$ cat src/hdl/uart_irq_pkg.sv
package uart_irq_pkg;

  // internal register addresses seen on the host-port register strobe bus
  localparam logic [2:0] ADDR_HOLD       = 3'h0;
  localparam logic [2:0] ADDR_ISR_QCTL   = 3'h2;
  localparam logic [2:0] ADDR_PIN_LEVEL  = 3'h4;
  localparam logic [2:0] ADDR_LINE       = 3'h5;
  localparam logic [2:0] ADDR_MODEM      = 3'h6;

  // queue_control field positions
  localparam int QC_FIFO_EN  = 0;
  localparam int QC_RX_RST   = 1;
  localparam int QC_TX_RST   = 2;
  localparam int QC_WAKE_EN  = 3;
  localparam int QC_TX_SEL   = 4;
  localparam int QC_RX_SEL   = 6;

  // interrupt_source_status bits 5:0, highest priority first
  localparam logic [5:0] ISR_CODE_LINE     = 6'h06;
  localparam logic [5:0] ISR_CODE_TIMEOUT  = 6'h0C;
  localparam logic [5:0] ISR_CODE_RX_READY = 6'h04;
  localparam logic [5:0] ISR_CODE_TX_READY = 6'h02;
  localparam logic [5:0] ISR_CODE_MODEM    = 6'h00;
  localparam logic [5:0] ISR_CODE_CHAR     = 6'h10;
  localparam logic [5:0] ISR_CODE_FLOW     = 6'h20;
  localparam logic [5:0] ISR_CODE_NONE     = 6'h01;
  localparam logic [7:0] ISR_RESET         = 8'h01;

  localparam logic [1:0] TABLE_A = 2'h0;
  localparam logic [1:0] TABLE_B = 2'h1;
  localparam logic [1:0] TABLE_C = 2'h2;
  localparam logic [1:0] TABLE_D = 2'h3;

  // trigger tables, element index = 2-bit selector
  localparam logic [3:0][7:0] RX_TABLE_A = {8'h0E, 8'h08, 8'h04, 8'h01};
  localparam logic [3:0][7:0] RX_TABLE_B = {8'h1C, 8'h18, 8'h10, 8'h08};
  localparam logic [3:0][7:0] TX_TABLE_B = {8'h1E, 8'h18, 8'h08, 8'h10};
  localparam logic [3:0][7:0] RX_TABLE_C = {8'h3C, 8'h38, 8'h10, 8'h08};
  localparam logic [3:0][7:0] TX_TABLE_C = {8'h38, 8'h20, 8'h10, 8'h08};
  localparam logic [7:0]      TX_LEVEL_A = 8'h01;
  localparam logic [7:0]      NO_FIFO_LEVEL = 8'h01;

  typedef struct packed {
    logic       rd;
    logic       wr;
    logic [2:0] addr;
    logic [7:0] wdata;
  } host_req_t;

  typedef struct packed {
    logic line_err;
    logic rx_timeout;
    logic modem_change;
    logic xonxoff_match;
    logic special_match;
    logic char_received;
    logic cts_rise;
    logic rts_rise;
    logic wakeup;
    logic gpio_event;
  } uart_events_t;

  typedef struct packed {
    logic fifo_en;
    logic rx_rst;
    logic tx_rst;
    logic wake_en;
  } queue_ctl_t;

endpackage

$ cat src/hdl/uart_interrupt_fifo_control.sv
`timescale 1ns/1ps
// What this block does
// - a read of line_condition_status clears a pending line-status interrupt
// - receive ready stays while receive occupancy is at or above its trigger
// - a read of receive_holding clears the receive time-out interrupt
// - a status read that reports it, or a write of transmit_holding, clears the transmit-ready interrupt
// - a read of modem_line_status clears the modem-status interrupt
// - a read of modem_line_status clears CTS/RTS change interrupts
// - a status read clears the Xon/Xoff interrupt when it reports it, and the wake-up interrupt when it reports no source
// - special match clears on a status read that reports it or on the next received character
// - a read of pin_input_level clears the pin interrupt
// - status bits 5:0 carry the priority code of the highest pending source other than wake-up and pin
// - status bit 0 is low while a source other than wake-up or pin is pending, high otherwise and at reset
// - with enhanced features, character matches set status bit 4
// - with enhanced features, CTS or RTS rising sets status bit 5
// - bit 6 inverts bit 7 while a pin interrupt is pending, else equals it
// - status bit 7 shows whether the FIFOs are enabled
// - control bit 0 enables FIFOs; other control bits are ignored when it is 0
// - control bit 1 resets receive pointers and counter, then returns to 0
// - control bit 2 resets transmit pointers and counter, then returns to 0
// - control bit 3 enables wake-up interrupt, only with enhanced features
// - transmit ready rises on falling below trigger, or on empty if never above
// - receive ready rises when occupancy crosses the selected receive trigger
// - one shared table selection applies to both directions
// - table select picks tables A to D; D uses programmed levels
// - a status read returns the top source; lower ones stay queued
module uart_interrupt_fifo_control
  import uart_irq_pkg::*;
#(
  parameter int CNT_W = 8
) (
  input  wire logic             clock,
  input  wire logic             rst,
  input  wire host_req_t        host_req,
  input  wire uart_events_t     events,
  input  wire logic [CNT_W-1:0] rx_count,
  input  wire logic [CNT_W-1:0] tx_count,
  input  wire logic             enhanced_en,
  input  wire logic [1:0]       table_sel,
  input  wire logic [7:0]       prog_rx_level,
  input  wire logic [7:0]       prog_tx_level,
  input  wire logic             pin_irq_enabled,
  output logic [7:0]            isr_value,
  output logic [7:0]            rd_data,
  output logic                  rd_valid,
  output queue_ctl_t            queue_ctl,
  output logic [7:0]            rx_trigger,
  output logic [7:0]            tx_trigger,
  output logic                  irq_pending
);

  typedef struct packed {
    queue_ctl_t       qc;
    logic [1:0]       rx_sel;
    logic [1:0]       tx_sel;
    logic             line_p;
    logic             tmo_p;
    logic             txr_p;
    logic             msr_p;
    logic             xon_p;
    logic             spc_p;
    logic             flow_p;
    logic             wake_p;
    logic             gpio_p;
    logic             tx_over;
    logic [CNT_W-1:0] tx_prev;
    logic [7:0]       rx_trig;
    logic [7:0]       tx_trig;
    logic [7:0]       interrupt_source_status;
    logic [7:0]       rd_data;
    logic             rd_valid;
    logic             pend;
  } state_t;

  localparam state_t STATE_RESET = '{
    qc: '0, rx_sel: 2'h0, tx_sel: 2'h0, line_p: 1'b0, tmo_p: 1'b0, txr_p: 1'b0,
    msr_p: 1'b0, xon_p: 1'b0, spc_p: 1'b0, flow_p: 1'b0, wake_p: 1'b0,
    gpio_p: 1'b0, tx_over: 1'b0, tx_prev: '0, rx_trig: NO_FIFO_LEVEL,
    tx_trig: NO_FIFO_LEVEL, interrupt_source_status: ISR_RESET, rd_data: 8'h00, rd_valid: 1'b0,
    pend: 1'b0};

  state_t st_r;
  state_t st_nxt;

  logic rd_isr, rd_line, rd_modem, rd_hold, rd_pin, wr_hold, wr_qctl;
  logic tx_set, rx_ready, any_pend;

  // occupancy counts may be narrower than the 8-bit trigger levels; a zero-width
  // pad would be illegal when they are equal, so the cast widens instead
  function automatic logic [7:0] widen(input logic [CNT_W-1:0] cnt);
    return 8'(cnt);
  endfunction

  // one table selector serves both directions, so a late table write retunes both
  function automatic logic [7:0] trig_level(input logic [1:0] tbl, input logic [1:0] sel,
                                            input logic is_tx, input logic [7:0] prog);
    logic [7:0] lvl;
    lvl = 8'h00;
    case (tbl)
      TABLE_A: lvl = is_tx ? TX_LEVEL_A : RX_TABLE_A[sel];
      TABLE_B: lvl = is_tx ? TX_TABLE_B[sel] : RX_TABLE_B[sel];
      TABLE_C: lvl = is_tx ? TX_TABLE_C[sel] : RX_TABLE_C[sel];
      default: lvl = prog;
    endcase
    return lvl;
  endfunction

  assign rd_isr   = host_req.rd && host_req.addr == ADDR_ISR_QCTL;
  assign rd_line  = host_req.rd && host_req.addr == ADDR_LINE;
  assign rd_modem = host_req.rd && host_req.addr == ADDR_MODEM;
  assign rd_hold  = host_req.rd && host_req.addr == ADDR_HOLD;
  assign rd_pin   = host_req.rd && host_req.addr == ADDR_PIN_LEVEL;
  assign wr_hold  = host_req.wr && host_req.addr == ADDR_HOLD;
  assign wr_qctl  = host_req.wr && host_req.addr == ADDR_ISR_QCTL;

  always_comb begin
    logic below_now;
    logic below_prev;
    logic [5:0] code;
    st_nxt     = st_r;
    below_now  = 1'b0;
    below_prev = 1'b0;
    code       = ISR_CODE_NONE;

    // queue_control write; without bit 0 the rest is not programmed
    st_nxt.qc.rx_rst = 1'b0;
    st_nxt.qc.tx_rst = 1'b0;
    if (wr_qctl) begin
      st_nxt.qc.fifo_en = host_req.wdata[QC_FIFO_EN];
      if (host_req.wdata[QC_FIFO_EN]) begin
        st_nxt.qc.rx_rst = host_req.wdata[QC_RX_RST];
        st_nxt.qc.tx_rst = host_req.wdata[QC_TX_RST];
        st_nxt.rx_sel    = host_req.wdata[QC_RX_SEL +: 2];
        if (enhanced_en) begin
          st_nxt.qc.wake_en = host_req.wdata[QC_WAKE_EN];
          st_nxt.tx_sel     = host_req.wdata[QC_TX_SEL +: 2];
        end
      end
    end

    // non-FIFO mode behaves as a one-deep holding register
    if (st_r.qc.fifo_en) begin
      st_nxt.rx_trig = trig_level(table_sel, st_r.rx_sel, 1'b0, prog_rx_level);
      st_nxt.tx_trig = trig_level(table_sel, st_r.tx_sel, 1'b1, prog_tx_level);
    end else begin
      st_nxt.rx_trig = NO_FIFO_LEVEL;
      st_nxt.tx_trig = NO_FIFO_LEVEL;
    end

    // transmit ready event
    below_now  = widen(tx_count) < st_r.tx_trig;
    below_prev = widen(st_r.tx_prev) < st_r.tx_trig;
    tx_set = (below_now && !below_prev)
           || (tx_count == '0 && st_r.tx_prev != '0 && !st_r.tx_over);
    st_nxt.tx_prev = tx_count;
    if (tx_count == '0) begin
      st_nxt.tx_over = 1'b0;
    end else if (!below_now) begin
      st_nxt.tx_over = 1'b1;
    end

    rx_ready = widen(rx_count) >= st_r.rx_trig;

    // clears first; sets below override them in the same cycle
    if (rd_line) begin
      st_nxt.line_p = 1'b0;
    end
    if (rd_hold) begin
      st_nxt.tmo_p = 1'b0;
    end
    if (wr_hold) begin
      st_nxt.txr_p = 1'b0;
    end
    if (rd_modem) begin
      st_nxt.msr_p  = 1'b0;
      st_nxt.flow_p = 1'b0;
    end
    if (rd_pin) begin
      st_nxt.gpio_p = 1'b0;
    end
    if (events.char_received) begin
      st_nxt.spc_p = 1'b0;
    end
    // a status read retires the source it reported only when that is transmit ready or a character match, and wake-up when it reports none; the rest stay queued
    if (rd_isr) begin
      case (st_r.interrupt_source_status[5:0])
        ISR_CODE_TX_READY: st_nxt.txr_p = 1'b0;
        ISR_CODE_CHAR: begin
          st_nxt.xon_p = 1'b0;
          st_nxt.spc_p = 1'b0;
        end
        ISR_CODE_NONE: st_nxt.wake_p = 1'b0;
        default: ;
      endcase
    end

    if (events.line_err)   st_nxt.line_p = 1'b1;
    if (events.rx_timeout) st_nxt.tmo_p = 1'b1;
    if (tx_set)            st_nxt.txr_p = 1'b1;
    if (events.modem_change) st_nxt.msr_p = 1'b1;
    if (enhanced_en && events.xonxoff_match) st_nxt.xon_p = 1'b1;
    if (enhanced_en && events.special_match) st_nxt.spc_p = 1'b1;
    if (enhanced_en && (events.cts_rise || events.rts_rise)) begin
      st_nxt.flow_p = 1'b1;
    end
    if (enhanced_en && st_r.qc.wake_en && events.wakeup) begin
      st_nxt.wake_p = 1'b1;
    end
    if (events.gpio_event) st_nxt.gpio_p = 1'b1;

    // priority encode from current flags
    if (st_r.line_p) begin
      code = ISR_CODE_LINE;
    end else if (st_r.tmo_p) begin
      code = ISR_CODE_TIMEOUT;
    end else if (rx_ready) begin
      code = ISR_CODE_RX_READY;
    end else if (st_r.txr_p) begin
      code = ISR_CODE_TX_READY;
    end else if (st_r.msr_p) begin
      code = ISR_CODE_MODEM;
    end else if (st_r.xon_p || st_r.spc_p) begin
      code = ISR_CODE_CHAR;
    end else if (st_r.flow_p) begin
      code = ISR_CODE_FLOW;
    end else begin
      code = ISR_CODE_NONE;
    end
    any_pend = !code[0];
    st_nxt.pend = any_pend;
    st_nxt.interrupt_source_status[5:0] = code;
    st_nxt.interrupt_source_status[7] = st_r.qc.fifo_en;
    st_nxt.interrupt_source_status[6] = (st_r.gpio_p && pin_irq_enabled) ? !st_r.qc.fifo_en
                                                      : st_r.qc.fifo_en;

    // status read returns the value registered last cycle
    st_nxt.rd_valid = host_req.rd;
    st_nxt.rd_data  = rd_isr ? st_r.interrupt_source_status : 8'h00;
  end

  always_ff @(posedge clock or posedge rst) begin
    if (rst) begin
      st_r <= STATE_RESET;
    end else begin
      st_r <= st_nxt;
    end
  end

  assign isr_value   = st_r.interrupt_source_status;
  assign rd_data     = st_r.rd_data;
  assign rd_valid    = st_r.rd_valid;
  assign queue_ctl   = st_r.qc;
  assign rx_trigger  = st_r.rx_trig;
  assign tx_trigger  = st_r.tx_trig;
  assign irq_pending = st_r.pend;
endmodule // uart_interrupt_fifo_control

$ cat config.mk
export PLATFORM = sky130hd
export DESIGN_NAME = uart_interrupt_fifo_control
export DESIGN_NICKNAME = d
export VERILOG_FILES = /design/src/hdl/uart_irq_pkg.sv /design/src/hdl/uart_interrupt_fifo_control.sv
export SDC_FILE = /design/constraint.sdc
export NUM_CORES = 1
export LEC_CHECK = 0
export BUFFER_PORTS_ARGS = -buffer_cell sky130_fd_sc_hd__buf_2
export CORE_ASPECT_RATIO = 1.2
export CORE_MARGIN = 2
export CORE_UTILIZATION = 46
export CTS_BUF_LIST = sky130_fd_sc_hd__clkbuf_16
export CTS_CLUSTER_SIZE = 10
export DETAILED_ROUTE_END_ITERATION = 8
export GPL_TIMING_DRIVEN = 0
export MAX_ROUTING_LAYER = met4
export PLACE_DENSITY = 0.76
export SYNTH_ARGS = -nofsm -noshare
export SYNTH_HDL_FRONTEND = slang
export SYNTH_SLANG_ARGS = --single-unit
export TNS_END_PERCENT = 30
$ cat constraint.sdc
create_clock -name clock -period 1.6 [get_ports clock]
set_input_delay 0.08 -clock clock [delete_from_list [all_inputs] [get_ports clock]]
set_output_delay 0.08 -clock clock [all_outputs]
set_load 0.01 [all_outputs]
; ---- Word level (Yosys, flattened, before mapping)
; Index checks and enable logic that the tools add are counted.
[totals]
out_inout_bits = 38
inputBits = 61
wordCells = 117
ff_bits = 59
[classes]
n_lt_le_gt_ge = 5
n_mux = 46
n_eq_ne = 9
n_reduce_logical = 35
[op_table]
columns = operator, count
row1 = $bmux 8 s2, 5
row2 = $mux 8, 6
row3 = $pmux 8 s3, 2
row4 = $mux 6, 7
row5 = $mux 1, 20
row6 = $lt 8x8->1, 2
row7 = $mux 16, 1
row8 = $logic_and 1x1->1, 14
row9 = $mux 7, 2
row10 = $reduce_bool 2->1, 7
row11 = $eq 3x3->1 const B, 3
row12 = $ge 8x8->1, 1
row13 = $logic_not 8->1, 1
row14 = $reduce_bool 8->1, 1
row15 = $eq 6x2->1 const B, 1
row16 = $eq 6x5->1 const B, 1
row17 = $lt 2x3->1 const B, 2
row18 = $mux 2, 3
row19 = $logic_not 1->1, 4
row20 = $reduce_and 2->1, 2
row21 = $eq 3x2->1 const B, 1
row22 = $logic_not 3->1, 1
row23 = $logic_or 1x1->1, 3
row24 = $reduce_and 3->1, 1
row25 = other kinds (4), 4

; ---- Longest topological paths before layout
[logic_depth]
word_depth = 8
ltp_mapped = 7
ltp_nobuf = 7

; ---- Least setup slack after synthesis
; OpenSTA, ideal clock, no wires.
[synth_path]
kind = register to register
start = reg st_r (netlist bit rx_trigger[0])
end = reg st_r (netlist bit irq_pending)
stages_incl_launch_ff = 7
synth_period_minus_slack_ps = 1758
path_buffers = 0
t_arrival_ps = 1627
required_ps = 1469
setup_time_ps = 131
setup_slack_ps = -158
path_cell_list = dfstp_2 ha_1 nor2b_1 o21ai_1 a211oi_2 o211ai_2 or3_1
[synth_via]
elab_chain_len = 5
[synth_lines]
columns = element, line
row1 = "start, declared", uart_interrupt_fifo_control.sv:82  ; state_t st_r;
row2 = "start signal, assigned", uart_interrupt_fifo_control.sv:245  ; st_r <= st_nxt;
row3 = $ge 8x8->1, uart_interrupt_fifo_control.sv:162  ; rx_ready = widen(rx_count) >= st_r.rx_trig;
row4 = $mux 6, uart_interrupt_fifo_control.sv:216  ; end else if (rx_ready) begin
row5 = $mux 6, uart_interrupt_fifo_control.sv:214  ; end else if (st_r.tmo_p) begin
row6 = $mux 6, uart_interrupt_fifo_control.sv:212  ; if (st_r.line_p) begin
row7 = $logic_not 1->1, uart_interrupt_fifo_control.sv:229  ; any_pend = !code[0];
row8 = named net any_pend, uart_interrupt_fifo_control.sv:86  ; logic tx_set, rx_ready, any_pend;
; The timed path passes the listed nets, and every way through them passes these cells.
; A chain may end at the register's enable or synchronous reset.

; ---- Final worst setup path
; Ends and elaborated chain as after synthesis.

==> impl_metrics.ini <==
[yosys]
synthTopCellsByArea = dfrtp_1, ha_1, buf_4
synth_compound_area_frac = 0.109
yosys.area_share.adder = 0.106
synth_flop_cell = dfrtp_1
seq_area_frac_synth = 0.487
synth_cell_types = 47
muxShareOfSynthArea = 0.0181
synth_fp_nets = 374
synth_edf_count = 0
yosys.area.top_type = dfrtp_1
synth-simple-area-share = 0.154
syn_inst = 288
synth_top_family_by_area = simple AND/OR/NAND/NOR gates
ys_warn_count = 0
synth.top_cell.area_share = 0.461
synth_xor_area_frac = 0.00288
async_reset_ff_frac = 1.00
synth-seq-cells = 59
syn_area_um2 = 3040
synth.avg_cell_area_um2 = 10.6

[pwr]
clockPowerShare = 0.431
seq_power_share = 0.395
leakage_nw = 2.13
p_per_area_nw_per_um2 = 999
p_comb_frac = 0.174
p_sw_frac = 0.256
total_power_mw = 4.30
intPower_mw = 3.20
ir_worst_vdd_uv = 610
p_sw_mw = 1.10

[global_routing]
grt_busiest_layer = met2
grt_usage = 0.204
grt_max_degree = 45
use_met3 = 0.0309
antenna_found_initial = 0
grt_overflow = 0
grtUsageMet1 = 0.234
use_met2 = 0.345
grt_pass1_vias = 2488
grt_pass1_wl_um = 11000

[placed_design]
io_buffer_count = 97
post-place-ws_ns = -0.209
dp_cells = 471
hpwl_um = 5050
dpl_cell_area_um2 = 3670
place.gp.congestion = 0.843

[status]
status = complete, but fails checks
violations = setup timing

[timing]
fmax_mhz = 572
finClkSkew_ns = 0.00450
relSlewSlack = 0.668
worstMarginPinSlew_ns = 0.498
worst_slack_ns = -0.148
finalCritPeriodShare = 1.09
rsz0062_at_grt = yes
timing.setup.tns_ns = -0.462
post-route-min-period_ns = 1.75
whs_ns = 0.00714
hold_viol_final = 0
finalSetupViolations = 5
report.final.slew_viol_count = 0

[cts]
htree_levels = 3
clkLatencyLatePin_ns = 0.32
cts_root_buffer = clkbuf_16
numCtsBuffers = 9
clock_sinks = 59
path_clk_slew_ns = 0.05
cts_buffer_depth = 2
cts_tree = done

[die]
start_util = 0.475
core_region_area_um2 = 6410
num_io_pins = 99
fp.dieH_um = 93.1
dieWidth_um = 78.2
num_rows = 32
die_area_um2 = 7280

[final_layout]
area_delta_synth_final_pct = 41.5
layout.cells.most_common = buf_2
layout_common_cells = buf_2, dfrtp_1, buf_4, dlygate4sd3_1
antenna_cells = 0
stdcell_count = 514
fin_area_um2 = 4300
fin_nets = 510
fin_util = 0.672
final_layout_size_suffix_gt1_frac = 0.415

[run]
maxCapViolations = 0

[drt]
final_antenna_net_count = 0
dr.pass1.iters = 6
via_per_inst = 4.93
remaining_drc_errors = 0
drtIter0Drc = 83
drt-wirelength-per-cell_um = 13.5
wirelength_um = 6930
num_vias = 2536

[critical_path]
path_class = flop to flop
cp-end-kind = flop
critical_path_required_ns = 1.79
crit_arrival_ns = 1.94
crit_fanout = 2
startpoint_type = flop

[worst_hold_path]
hold_class = input port to flop
[sequential cells by signal (all words and copies together), names as in the netlist]
| register | flops |
|---|---|
| tx_trigger | 8 |
| rx_trigger | 8 |
| rd_data | 8 |
| st_r | 21 |
| isr_value | 8 |
| irq_pending | 1 |
| rd_valid | 1 |
| queue_ctl | 4 |
[layer usage]
layer  up-vias  wire length, µm
met5         -                0
met4         0              155
met3        14              307
met2        91             3620
met1      1211             2840
li1       1220                -
[cells in the mapped netlist (3+ instances only)]
library cell / n
dfrtp_1: 56
buf_4: 36
ha_1: 25
nand2_1: 23
inv_1: 22
and2_1: 12
nor2_1: 11
a21oi_1: 10
nor2b_1: 8
o21ai_0: 8
a21o_1: 7
nand2b_1: 6
nor4_1: 6
and3_1: 5
clkbuf_1: 4
mux2_2: 4
nand4_1: 4
nor3_1: 4
dfstp_2: 3
nand3_1: 3
o211ai_1: 3
o21a_1: 3
[power by group through the flow]
stage               registers [mW]  logic (mW)  clock network, mW
finish                        1.70       0.748               1.85
detailed placement            1.72       0.660                  0
global route                  1.71       0.832               1.97
floorplan                     1.69       0.430                  0
global placement              1.71       0.634                  0
CTS                           1.69       0.710               1.88
[kinds of logic after synthesis]
| group | count (synthesis) |
|---|---|
| AO/OA/AOI/OAI | 46 |
| XOR/XNOR | 1 |
| adder cells (fa/ha/maj) | 26 |
| buffers and inverters | 63 |
| flip-flops | 59 |
| multiplexers | 5 |
| AND/OR/NAND/NOR | 88 |
[timing repair]
item,in CTS,in global routing
buffers inserted,1,2
gates resized for setup,1,16
setup endpoints to repair,4,8
hold buffers,24,0
hold endpoints to repair,37,0
pin swaps,3,3
[layout make-up]
type / instances / area (µm²)
fill: 530 / 2100
sequential: 59 / 1480
multi-input combinational: 166 / 1280
timing repair buffer: 125 / 776
buffer: 41 / 290
clock buffer: 9 / 225
tap: 85 / 106
inverter: 22 / 82.6
clock inverter: 7 / 67.6
[worst paths after layout]
path,cells after the start,from,endpoint,slack [ns]
max,6,rx_trigger[0],irq_pending,-0.15
min,3,prog_tx_level[2],tx_trigger[2],0.007
max reg2reg,6,rx_trigger[0],irq_pending,-0.15
min reg2reg,1,st_r[51],isr_value[3],0.46
max in group asynchronous,4,rst,isr_value[0],0.69
min in group asynchronous,3,rst,queue_ctl[0],0.29
[worst max-delay path, stage by stage, from the launching register on]
cell and delay, ns:
dfstp_2 0.54, ha_4 0.20, nor2b_4 0.10, o21ai_2 0.06, a211oi_2 0.25, o211ai_2 0.13
or3_1 0.33
Note: power is estimated with default switching activity, not from simulation.
